[config.mk]
export PLATFORM = sky130hd
export DESIGN_NAME = pmi_intr
export DESIGN_NICKNAME = d
export VERILOG_FILES = /design/src/hdl/pmi_pkg.sv /design/src/hdl/pmi_intr.sv /design/src/hdl/pmi_sync.sv
export SDC_FILE = /design/constraint.sdc
export NUM_CORES = 1
export LEC_CHECK = 0
export ABC_AREA = 1
export BUFFER_PORTS_ARGS = -buffer_cell sky130_fd_sc_hd__buf_2
export CORE_MARGIN = 4
export CORE_UTILIZATION = 45
export CTS_CLUSTER_DIAMETER = 100
export CTS_CLUSTER_SIZE = 28
export DETAILED_ROUTE_END_ITERATION = 6
export GPL_ROUTABILITY_DRIVEN = 1
export GPL_TIMING_DRIVEN = 0
export PLACE_DENSITY = 0.84
export SYNTH_ARGS = -nofsm -noshare
export SYNTH_HDL_FRONTEND = slang
export SYNTH_SLANG_ARGS = --single-unit
[constraint.sdc]
create_clock -name mclk -period 2.1 [get_ports mclk]
set_clock_uncertainty 0.2 [all_clocks]
set_input_delay 0.105 -clock mclk [delete_from_list [all_inputs] [get_ports mclk]]
set_output_delay 0.105 -clock mclk [all_outputs]
set_load 0.05 [all_outputs]
[src/hdl/pmi_pkg.sv]
`default_nettype none
package pmi_pkg;
    // register addresses on the management register port (5 bits)
    localparam logic [4:0]  ADDR_INT_CTRL    = 5'h12;
    localparam logic [4:0]  ADDR_INT_STATUS  = 5'h13;
    // control register fields
    localparam int          CTRL_EN_BIT      = 1;
    localparam int          CTRL_FORCE_BIT   = 2;
    localparam logic [15:0] CTRL_RESET       = 16'h0000;
    // status register fields
    localparam int          STS_AUTONEG_DONE_FLAG_BIT   = 7;
    localparam int          STS_SPEED_BIT    = 6;
    localparam int          STS_DUPLEX_BIT   = 5;
    localparam int          STS_LINK_BIT     = 4;
    localparam int          STS_PEND_BIT     = 2;
    localparam int          NUM_EVENTS       = 4;
    localparam int          SYNC_STAGES      = 2;
endpackage : pmi_pkg
`default_nettype wire

[src/hdl/pmi_intr.sv]
`default_nettype none
// How it works
// (RQ1) control bit 1 lets the event flags drive the interrupt output when 1 and blocks them when 0, reset 0.
// (RQ2) control bit 2 forces the interrupt output active regardless of events, reset 0.
// (RQ3) reserved control bits are dropped on write and read back 0, with no effect.
// (RQ4) status bits 15..8 are read only and read as 0.
// (RQ5) status bit 7 shows auto-negotiation completed and clears when the status is read.
// (RQ6) status bit 6 latches a speed change until the next status read.
// (RQ7) status bit 5 latches a duplex change until the next status read.
// (RQ8) status bit 4 latches a link change until the next status read.
// (RQ9) status bit 2 reads 1 while an interrupt is pending.
// (RQ10) the active-low interrupt asserts on enabled flags or force and drops once flags clear with force off.
module pmi_intr (
    // clock and reset
    input  wire logic                mclk,
    input  wire logic                arst_n,
    // management register port
    input  wire logic [4:0]          reg_addr,
    input  wire logic                reg_wr,
    input  wire logic                reg_rd,
    input  wire logic [15:0]         reg_wdata,
    output logic      [15:0]         reg_rdata,
    // phy state levels from other clock regions
    input  wire logic                autoneg_complete,
    input  wire logic                link_speed,
    input  wire logic                link_duplex,
    input  wire logic                link_up,
    // interrupt pin, active low
    output logic                     mgmt_interrupt_out_n
);
    import pmi_pkg::*;

    // event lanes in the synchronised vector
    localparam int         EV_AUTONEG = 0;
    localparam int         EV_SPEED   = 1;
    localparam int         EV_DUPLEX  = 2;
    localparam int         EV_LINK    = 3;
    // edges after reset until the history holds real input levels
    localparam logic [1:0] PRIME_LAST = 2'(SYNC_STAGES + 1);

    // synchronised inputs and their history
    logic [NUM_EVENTS-1:0] raw_in;
    logic [NUM_EVENTS-1:0] sync_in;
    logic [NUM_EVENTS-1:0] prev_ff;
    logic [1:0]            prime_cnt_ff;
    logic [1:0]            nxt_prime_cnt;
    logic                  primed;
    // per-event edges and sticky flags
    wire  [NUM_EVENTS-1:0] event_hit;
    wire  [NUM_EVENTS-1:0] nxt_flag;
    logic [NUM_EVENTS-1:0] flag_ff;
    logic                  autoneg_done_flag;
    logic                  speed_change_flag;
    logic                  duplex_change_flag;
    logic                  link_change_flag;
    logic                  any_flag;
    // register port decode
    logic                  ctrl_sel;
    logic                  status_sel;
    logic                  ctrl_wr;
    logic                  status_rd;
    // control bits
    logic                  int_en_ff;
    logic                  nxt_int_en;
    logic                  force_ff;
    logic                  nxt_force;
    // read path and pin
    logic                  pending;
    logic [15:0]           ctrl_view;
    logic [15:0]           status_view;
    logic [15:0]           nxt_rdata;
    logic [15:0]           rdata_ff;
    logic                  nxt_int_n;
    logic                  int_n_ff;

    // pins from other clock regions pass two flops before any use
    assign raw_in = {link_up, link_duplex, link_speed, autoneg_complete};

    pmi_sync #(
        .WIDTH (NUM_EVENTS)
    ) u_sync (
        .mclk   (mclk),
        .arst_n (arst_n),
        .din    (raw_in),
        .dout   (sync_in)
    );

    // history counts as valid only once the synchroniser has refilled
    assign primed        = (prime_cnt_ff == PRIME_LAST);
    assign nxt_prime_cnt = primed ? prime_cnt_ff : prime_cnt_ff + 2'h1;

    // priming counter; keeps levels present at reset from posing as events
    always_ff @(posedge mclk or negedge arst_n) begin
        if (!arst_n) begin
            prime_cnt_ff <= 2'h0;
        end else begin
            prime_cnt_ff <= nxt_prime_cnt;
        end
    end

    // history of synchronised levels for edge detection
    always_ff @(posedge mclk or negedge arst_n) begin
        if (!arst_n) begin
            prev_ff <= '0;
        end else begin
            prev_ff <= sync_in;
        end
    end

    // per event: edge against history, then the flag's next value
    for (genvar g = 0; g < NUM_EVENTS; g++) begin : g_event
        if (g == EV_AUTONEG) begin : g_rise
            // completion counts on its rising edge only
            assign event_hit[g] = primed & sync_in[g] & ~prev_ff[g];  // [RQ5]
        end else begin : g_toggle
            // speed, duplex and link count every change of level
            assign event_hit[g] = primed & (sync_in[g] ^ prev_ff[g]); // [RQ6] [RQ7] [RQ8]
        end
        // a new event in the read cycle wins over the clear
        assign nxt_flag[g] = event_hit[g] | (flag_ff[g] & ~status_rd);
    end

    // sticky event flags
    always_ff @(posedge mclk or negedge arst_n) begin
        if (!arst_n) begin
            flag_ff <= '0;
        end else begin
            flag_ff <= nxt_flag;
        end
    end

    // named views of the flag lanes
    assign autoneg_done_flag  = flag_ff[EV_AUTONEG];
    assign speed_change_flag  = flag_ff[EV_SPEED];
    assign duplex_change_flag = flag_ff[EV_DUPLEX];
    assign link_change_flag   = flag_ff[EV_LINK];
    assign any_flag           = |flag_ff;

    // register port decode
    assign ctrl_sel   = (reg_addr == ADDR_INT_CTRL);
    assign status_sel = (reg_addr == ADDR_INT_STATUS);
    assign ctrl_wr    = reg_wr & ctrl_sel;
    assign status_rd  = reg_rd & status_sel;

    // next control bits; reserved write bits are not stored
    assign nxt_int_en = ctrl_wr ? reg_wdata[CTRL_EN_BIT] : int_en_ff;    // [RQ1]
    assign nxt_force  = ctrl_wr ? reg_wdata[CTRL_FORCE_BIT] : force_ff;  // [RQ2] [RQ3]

    // interrupt enable bit
    always_ff @(posedge mclk or negedge arst_n) begin
        if (!arst_n) begin
            int_en_ff <= CTRL_RESET[CTRL_EN_BIT];
        end else begin
            int_en_ff <= nxt_int_en;
        end
    end

    // force test bit
    always_ff @(posedge mclk or negedge arst_n) begin
        if (!arst_n) begin
            force_ff <= CTRL_RESET[CTRL_FORCE_BIT];
        end else begin
            force_ff <= nxt_force;
        end
    end

    // pending: enabled flags or the force bit
    assign pending   = force_ff | (int_en_ff & any_flag);                // [RQ10]
    assign nxt_int_n = ~pending;

    // control view; reserved bits read 0
    always_comb begin
        ctrl_view                 = '0;                                  // [RQ3]
        ctrl_view[CTRL_EN_BIT]    = int_en_ff;
        ctrl_view[CTRL_FORCE_BIT] = force_ff;
    end

    // status view; reserved bits read 0
    always_comb begin
        status_view                 = '0;                                // [RQ4]
        status_view[STS_AUTONEG_DONE_FLAG_BIT] = autoneg_done_flag;                 // [RQ5]
        status_view[STS_SPEED_BIT]  = speed_change_flag;                 // [RQ6]
        status_view[STS_DUPLEX_BIT] = duplex_change_flag;                // [RQ7]
        status_view[STS_LINK_BIT]   = link_change_flag;                  // [RQ8]
        status_view[STS_PEND_BIT]   = pending;                           // [RQ9]
    end

    // read mux; the data hold between reads
    always_comb begin
        nxt_rdata = rdata_ff;
        if (reg_rd) begin
            case (reg_addr)
                ADDR_INT_CTRL:   nxt_rdata = ctrl_view;
                ADDR_INT_STATUS: nxt_rdata = status_view;
                default:         nxt_rdata = 16'h0000;
            endcase
        end
    end

    // read data register
    always_ff @(posedge mclk or negedge arst_n) begin
        if (!arst_n) begin
            rdata_ff <= 16'h0000;
        end else begin
            rdata_ff <= nxt_rdata;
        end
    end

    // interrupt pin register, one cycle behind pending
    always_ff @(posedge mclk or negedge arst_n) begin
        if (!arst_n) begin
            int_n_ff <= 1'b1;
        end else begin
            int_n_ff <= nxt_int_n;                                       // [RQ10]
        end
    end

    // outputs straight from their flops
    assign reg_rdata            = rdata_ff;
    assign mgmt_interrupt_out_n = int_n_ff;
endmodule : pmi_intr
`default_nettype wire

[src/hdl/pmi_sync.sv]
`default_nettype none
module pmi_sync #(
    parameter int WIDTH = 4
) (
    // clock and reset
    input  wire logic             mclk,
    input  wire logic             arst_n,
    // data
    input  wire logic [WIDTH-1:0] din,
    output logic      [WIDTH-1:0] dout
);
    import pmi_pkg::*;

    logic [WIDTH-1:0] meta_ff;
    logic [WIDTH-1:0] sync_ff;

    // two-flop synchroniser; first stage feeds only the second
    always_ff @(posedge mclk or negedge arst_n) begin
        if (!arst_n) begin
            meta_ff <= '0;
            sync_ff <= '0;
        end else begin
            meta_ff <= din;
            sync_ff <= meta_ff;
        end
    end

    assign dout = sync_ff;
endmodule : pmi_sync
`default_nettype wire

==> results of run 1 <==
power groups by stage:
stage / clock (W) / combinational, W / sequential [W]
2_1_floorplan: 0 / 0.0000849 / 0.000600
3_3_place_gp: 0 / 0.000148 / 0.000573
3_5_place_dp: 0 / 0.000152 / 0.000574
4_1_cts: 0.000225 / 0.000180 / 0.000564
5_1_grt: 0.000250 / 0.000196 / 0.000568
6_report: 0.000212 / 0.000181 / 0.000565
synth_stat cells (all sizes together):
master	number	area share, %
buf	10	7.1
conb	1	0.35
dfrtp	26	61
dfstp	1	2.5
ha	1	1.2
inv	9	3.2
mux2	1	1.1
nand2	19	6.7
nand3	5	2.3
nand3b	1	1.9
nand4	1	1.2
nor2	5	2.9
o211ai	1	0.71
o21ai	10	4.7
o22ai	1	0.59
or2	3	1.8
xnor2	1	0.82
sequential cells by signal (all words and copies together) (netlist names):
signal and flops:
flag_ff 4, int_en_ff 1, reg_rdata 6, prev_ff 4
force_ff 1, u_sync.dout 4, u_sync.meta_ff 4, prime_cnt_ff 2
mgmt_interrupt_out_n 1
worst reg2reg max path, cell delays in order (launching register included):
cell and delay (ns):
dfrtp_1 0.42, o211ai_1 0.18, dlygate4sd3_1 0.58, nor2_1 0.04, nand2_1 0.06, nand2_1 0.04
area by class of cell:
type / instances / area, um2
Buffer: 10 / 75.1
Clock buffer: 4 / 26.3
Fill cell: 176 / 798
Inverter: 9 / 33.8
Multi-Input combinational cell: 59 / 313
Sequential cell: 27 / 677
Tap cell: 28 / 35.0
Timing Repair Buffer: 38 / 275
cells by family after synthesis:
family	after synthesis	share of synthesized area, %
other	1	0.352
AND/OR/NAND/NOR	34	16.8
XOR/XNOR	1	0.823
adder cells (fa/ha/maj)	1	1.17
buffers and inverters	19	10.2
flip-flops	27	63.6
multiplexers	1	1.06
AO/OA/AOI/OAI	12	5.99
routing by layer:
metal  routed length, um  vias up  GRT usage [%]
li1                    -      388              -
met1                 716      369           14.9
met2                 996       25           21.9
met3                 128        6           3.22
met4                  57        0           9.15
met5                   0        -              0
layout by cell type, fill, tap and decap left out, types with 3 or more instances in the layout:
cell           count
inv_1              9
or2_2              3
nand3_1            5
buf_2             21
conb_1            10
clkbuf_4           3
dlygate4sd3_1     17
nand2_1           19
dfrtp_1           26
o21ai_0           10
buf_4             10
path summary, 6_finish.rpt:
kind	to	slack, ns	cells after the start
max in group asynchronous	flag_ff[2]	1.22	2
worst min-delay path	flag_ff[0]	0.02	5
worst max-delay path	force_ff	0.09	6
worst min register to register	u_sync.dout[1]	0.17	0
min in group asynchronous	reg_rdata[4]	0.10	2
worst max register to register	reg_rdata[2]	0.49	5
through the flow:
| stage | hold WS (ns) | power, W | area (um2) |
|---|---|---|---|
| after CTS | 0.00217 | 0.000969 | 1440 |
| after floorplan | -0.391 | 0.000685 | 1100 |
| after global placement | -0.0859 | 0.000721 | 1240 |
| final | 0.0197 | 0.000958 | 1440 |
| after detailed placement | -0.0667 | 0.000727 | 1240 |
| after global routing | 0.0563 | 0.00101 | 1440 |
==> metrics.sh, run 1 <==
PATH_CLK_SLEW_NS=0.13
SETUP_TOTAL_NEGATIVE_SLACK_NS=0
POSTSYNTHAREAPERCELL_UM2=11.1
TIMING.FINAL.CRIT_PERIOD_NS=2.01
SYN_INST=96
DETAIL_ROUTE.DRC_VIOLATIONS=0
CRITICAL_PATH_PEAK_FANOUT=1
SWITCHING_SHARE_PCT=27.8
NUMCTSBUFFERS=3
DRV.MAX_CAP_VIOLATION_COUNT=0
ANTENNA_VIOLATIONS_BEFORE_REPAIR=0
CPMOSTUSEDCELL='dlygate4sd3_1'
CP_CELL_SEQUENCE='dlygate4sd3_1, buf_2, nand2_1, dlygate4sd3_1, o21ai_0, dlygate4sd3_1'
TIMING.CRITICAL_PATH.MAX_DELAY_FAMILY='buffers and inverters'
CRITICAL_PATH.STARTPOINT_TYPE='input pin'
CLOCK_LATENCY_NS=0.31
GR-TOTAL-OVERFLOW=0
PERIOD_UTILIZATION_PCT=95.8
DRT_ITER0_MARKERS=11
CRITPATHSLOWESTCELL='dlygate4sd3_1'
WORSTHOLDPATHTYPE='input pin to register'
FINALNONFILLERCELLS=175
CTS.SINKS=27
CRIT_ARRIVAL_NS=2.02
PLACEMENT_ROWS=17
STAGE_DELAY_OF_THE_SLOWEST_CELL_ON_THE_CRITICAL_PATH_NS=0.57
TIMING.CRITICAL_PATH.BUF_INV=4
GRT_PASS1_VIAS=752
TIMING.FINAL.MAX_SLEW_VIOLATIONS=0
PLACEMENT.IO_BUFFERS=21
ROUTEDWLPERCELL_UM=10.9
HOLD_PATH.STARTPOINT='reg_addr[2]'
VIAS=788
POST_DRT_VIA_CELL_RATIO=4.50
PLACED_CELLS=154
REG2REG_FROM='force_ff'
TIMING.FINAL.WS_SETUP_NS=0.0883
STARTPOINT='reg_wdata[2]'
SYNTH_AREA_UM2=1060
SYNTH.FF_LATCH_COUNT=27
YOSYS.CELL_TYPES.COUNT=19
ANTENNA_CELLS=0
SYNTH_SEQ_AREA_SHARE_PCT=63.6
DIEAREA_UM2=3210
MAXSLEWHEADROOM_PCT=61.6
COMBINATIONALPOWERSHARE_PCT=18.9
CTS_HOLD_BUFFERS=17
FINISH.UTILIZATION_PCT=64.3
SETUP_VIOL_COUNT_FINAL=0
TRACK_USAGE_PCT=13.3
MAXIMUM_IR_DROP_ON_THE_VDD_RAIL_V=0.000642
GRT_START_MAX_NET_PINS=28
P_LEAK_nW=0.761
DPL_WORST_SLACK_NS=0.774
FLOORPLAN.INITIALDENSITY_PCT=47.7
CTSROOTBUFFERMASTER='clkbuf_4'
CORE_REGION_AREA_UM2=2230
SLEW_AT_THE_PIN_CLOSEST_TO_ITS_MAX_SLEW_LIMIT_NS=0.576
PWR_DENSITY_CELL_nW_PER_UM2=667
WORST-SETUP-PATH-TYPE='input pin to register'
INTPOWER_W=0.000691
DIE_HT_UM=56.6
SETUP.WORST_PATH.END_CLASS='register'
GPL.FINAL_WEIGHTED_CONGESTION=0.736
POWER_FRAC_SEQ_PCT=59.0
CP.REQUIRED_NS=2.11
HPWL_DP_UM=1320
CTS_POST_SETUP_BUFFERS_INSERTED=0
CTS-ROOT-TO-SINK-BUFFERS=2
POWER_SWITCHING_W=0.000267
ANT_NETS=0
DIE_X_UM=56.6
ROUTE.FINAL.WIRE_LENGTH_UM=1900
FINAL_LAYOUT_SIZE_SUFFIX_GT1_SHARE_PCT=29.9
FIRSTDRTPASSITERS=3
TIMING.FINAL.HOLD_VIOLATIONS=0
RSZ0062_AT_GRT='false'
BOUNDARYPINS=46
CTS_MAX_LEVEL=1
ACHIEVABLE-FREQUENCY_MHz=497
FLOW.AREA_GROWTH_FROM_SYNTHESIS_PCT=34.8
OUTCOME='finished, final reports clean'
YOSYS_WARNINGS=0
GRT_FIRST_PASS_WIRELENGTH_UM=3240
CTS_TREE='yes'
POWER.CLOCK.FRACTION_PCT=22.1
POST_CTS_RESIZE_COUNT=0
NETS=178
(Power assumes the default switching activity.)
==> run 2: changes to the inputs <==
- MAX_ROUTING_LAYER: unset -> met4
==> run 2 against run 1 <==
Net effect:
- non-clock buffer count is the same
- global-route usage is 0.42 points higher
- critical path type unchanged
- highest routed layer unchanged
- via count up 0.89%
- first-iteration DRC count did not move
- flip-flop and latch count stayed put
- total power about the same
==> metrics.sh, run 2 (synthesis results as in run 1) <==
OUTCOME='finished, final reports clean'
ANT_NETS=0  # unchanged
GRT_FIRST_PASS_WIRELENGTH_UM=3240  # unchanged
SWITCHING_SHARE_PCT=27.8  # -0.036 points
DPL_WORST_SLACK_NS=0.774  # unchanged
POWER.CLOCK.FRACTION_PCT=22.1  # about the same
WORSTHOLDPATHTYPE='input pin to register'
P_LEAK_nW=0.761  # unchanged
CTS-ROOT-TO-SINK-BUFFERS=2  # unchanged
N_FILL_CELL=176  # unchanged
CLOCK_LATENCY_NS=0.31  # about the same
GPL.FINAL_WEIGHTED_CONGESTION=0.745  # +1.2%
COMBINATIONALPOWERSHARE_PCT=18.9  # about the same
INTPOWER_W=0.000691  # about the same
DIE_X_UM=56.6  # unchanged
DETAIL_ROUTE.DRC_VIOLATIONS=0  # unchanged
FINISH.UTILIZATION_PCT=64.3  # unchanged
POWER_FRAC_SEQ_PCT=59.0  # about the same
SETUP_VIOL_COUNT_FINAL=0  # unchanged
CRITICAL_PATH.STARTPOINT_TYPE='input pin'
CORE_REGION_AREA_UM2=2230  # unchanged
CP.REQUIRED_NS=2.11  # about the same
ANTENNA_CELLS=0  # unchanged
FIRSTDRTPASSITERS=4  # +1
SETUP.WORST_PATH.END_CLASS='register'
CPMOSTUSEDCELL='dlygate4sd3_1'
GRT_PASS1_VIAS=750  # -0.27%
SLEW_AT_THE_PIN_CLOSEST_TO_ITS_MAX_SLEW_LIMIT_NS=0.576  # +0.000224 ns
PLACEMENT_ROWS=17  # unchanged
CP_CELL_SEQUENCE='dlygate4sd3_1, buf_2, nand2_1, dlygate4sd3_1, o21ai_0, dlygate4sd3_1'
POST_DRT_VIA_CELL_RATIO=4.54  # +0.89%
ROUTE.FINAL.WIRE_LENGTH_UM=1910  # +0.32%
MAXIMUM_IR_DROP_ON_THE_VDD_RAIL_V=0.000640  # -0.25%
CTS.SINKS=27  # unchanged
TIMING.FINAL.CRIT_PERIOD_NS=2.01  # +0.00148 ns
TIMING.CRITICAL_PATH.BUF_INV=4  # unchanged
ACHIEVABLE-FREQUENCY_MHz=497  # about the same
STAGE_DELAY_OF_THE_SLOWEST_CELL_ON_THE_CRITICAL_PATH_NS=0.57  # about the same
SETUP_TOTAL_NEGATIVE_SLACK_NS=0  # unchanged
NETS=178  # unchanged
GRT_START_MAX_NET_PINS=28  # unchanged
RSZ0062_AT_GRT='false'
CTSROOTBUFFERMASTER='clkbuf_4'
HPWL_DP_UM=1320  # unchanged
ANTENNA_VIOLATIONS_BEFORE_REPAIR=0  # unchanged
FINAL_LAYOUT_SIZE_SUFFIX_GT1_SHARE_PCT=29.9  # unchanged
TIMING.FINAL.HOLD_VIOLATIONS=0  # unchanged
CRITPATHSLOWESTCELL='dlygate4sd3_1'
TIMING.FINAL.WS_SETUP_NS=0.0868  # -0.00148 ns
DRV.MAX_CAP_VIOLATION_COUNT=0  # unchanged
WORST-SETUP-PATH-TYPE='input pin to register'
PERIOD_UTILIZATION_PCT=95.9  # about the same
PATH_CLK_SLEW_NS=0.13  # about the same
FINAL_CELL_MIX='dfrtp_1, buf_2, nand2_1, dlygate4sd3_1'
TRACK_USAGE_PCT=13.7  # +0.42 points
CTS_MAX_LEVEL=1  # unchanged
POWER_SWITCHING_W=0.000266  # -0.18%
FLOORPLAN.INITIALDENSITY_PCT=47.7  # unchanged
PLACEMENT.IO_BUFFERS=21  # unchanged
ROUTEDWLPERCELL_UM=10.9  # +0.32%
VIAS=795  # +0.89%
CRIT_ARRIVAL_NS=2.02  # about the same
CRITICAL_PATH_PEAK_FANOUT=1  # unchanged
MAXSLEWHEADROOM_PCT=61.6  # about the same
MOST_COMMON_CELL_AFTER_LAYOUT_FILL_AND_TAPS_ASIDE='dfrtp_1'
NUMCTSBUFFERS=3  # unchanged
DRT_ITER0_MARKERS=11  # unchanged
PWR_DENSITY_CELL_nW_PER_UM2=667  # about the same
CTS_TREE='yes'
LARGEST_REGISTER_FFS=6  # unchanged
TIMING.CRITICAL_PATH.MAX_DELAY_FAMILY='buffers and inverters'
GR-TOTAL-OVERFLOW=0  # unchanged
DIEAREA_UM2=3210  # unchanged
BOUNDARYPINS=46  # unchanged
FLOW.AREA_GROWTH_FROM_SYNTHESIS_PCT=34.8  # unchanged
DIE_HT_UM=56.6  # unchanged
TIMING.FINAL.MAX_SLEW_VIOLATIONS=0  # unchanged
run 2: cell counts in the layout (fill, tap and decap cells not counted):
Identical to the previous run, type by type.
run 2: area by class of cell:
class	instances	area, um2	area share, %
Buffer	10	75.1	5.23
Multi-Input combinational cell	59	313	21.8
Timing Repair Buffer	38	275	19.2
Sequential cell	27	677	47.2
Clock buffer	4	26.3	1.83
Tap cell	28	35.0	2.44
Inverter	9	33.8	2.35
run 2: power groups by stage:
stage | clock network [W] | logic [W] | registers, W
floorplan | 0 | 0.0000849 | 0.000600
global placement | 0 | 0.000148 | 0.000573
detailed placement | 0 | 0.000152 | 0.000574
CTS | 0.000225 | 0.000180 | 0.000564
global route | 0.000252 | 0.000196 | 0.000568
finish | 0.000212 | 0.000181 | 0.000565
run 2: timing repair:
item / in CTS / in global routing
hold buffers: 17 / 0
hold endpoints to repair: 40 / 0
buffers inserted: 0 / 0
resized for setup: 0 / 0
run 2: tightest hold or removal path: stages:
cell and delay (ns):
buf_2 0.10, nor2_4 0.05, nand3_1 0.09, nor2_2 0.05, o22ai_1 0.09
run 2: worst paths after layout:
path / from / end / slack (ns) / depth (start not counted)
min reg2reg: u_sync.meta_ff[1] / u_sync.dout[1] / 0.17 / 0
max in group asynchronous: arst_n / flag_ff[2] / 1.22 / 2
min in group asynchronous: arst_n / reg_rdata[4] / 0.10 / 2
max reg2reg: force_ff / reg_rdata[2] / 0.49 / 5
max: reg_wdata[2] / force_ff / 0.09 / 6
min: reg_addr[2] / flag_ff[0] / 0.02 / 5
run 2: per-layer routing:
metal,up-vias,part of all wire [%],track usage (%),wire length (um)
met3,6,7.0,3.22,134
met4,0,3.0,9.15,57
li1,388,-,-,-
met2,29,52,21.9,988
met1,372,38,15.1,725
met5,-,0,-,0
run 2: metrics by stage:
| step | cell area [um2] | total power (W) | hold WS, ns | std cells |
|---|---|---|---|---|
| after CTS | 1440 | 0.000969 | 0.00217 | 175 |
| after global routing | 1440 | 0.00102 | 0.0563 | 175 |
| final | 1440 | 0.000957 | 0.0213 | 175 |
| after global placement | 1240 | 0.000721 | -0.0859 | 154 |
| after floorplan | 1100 | 0.000685 | -0.391 | 105 |
| after detailed placement | 1240 | 0.000727 | -0.0667 | 154 |
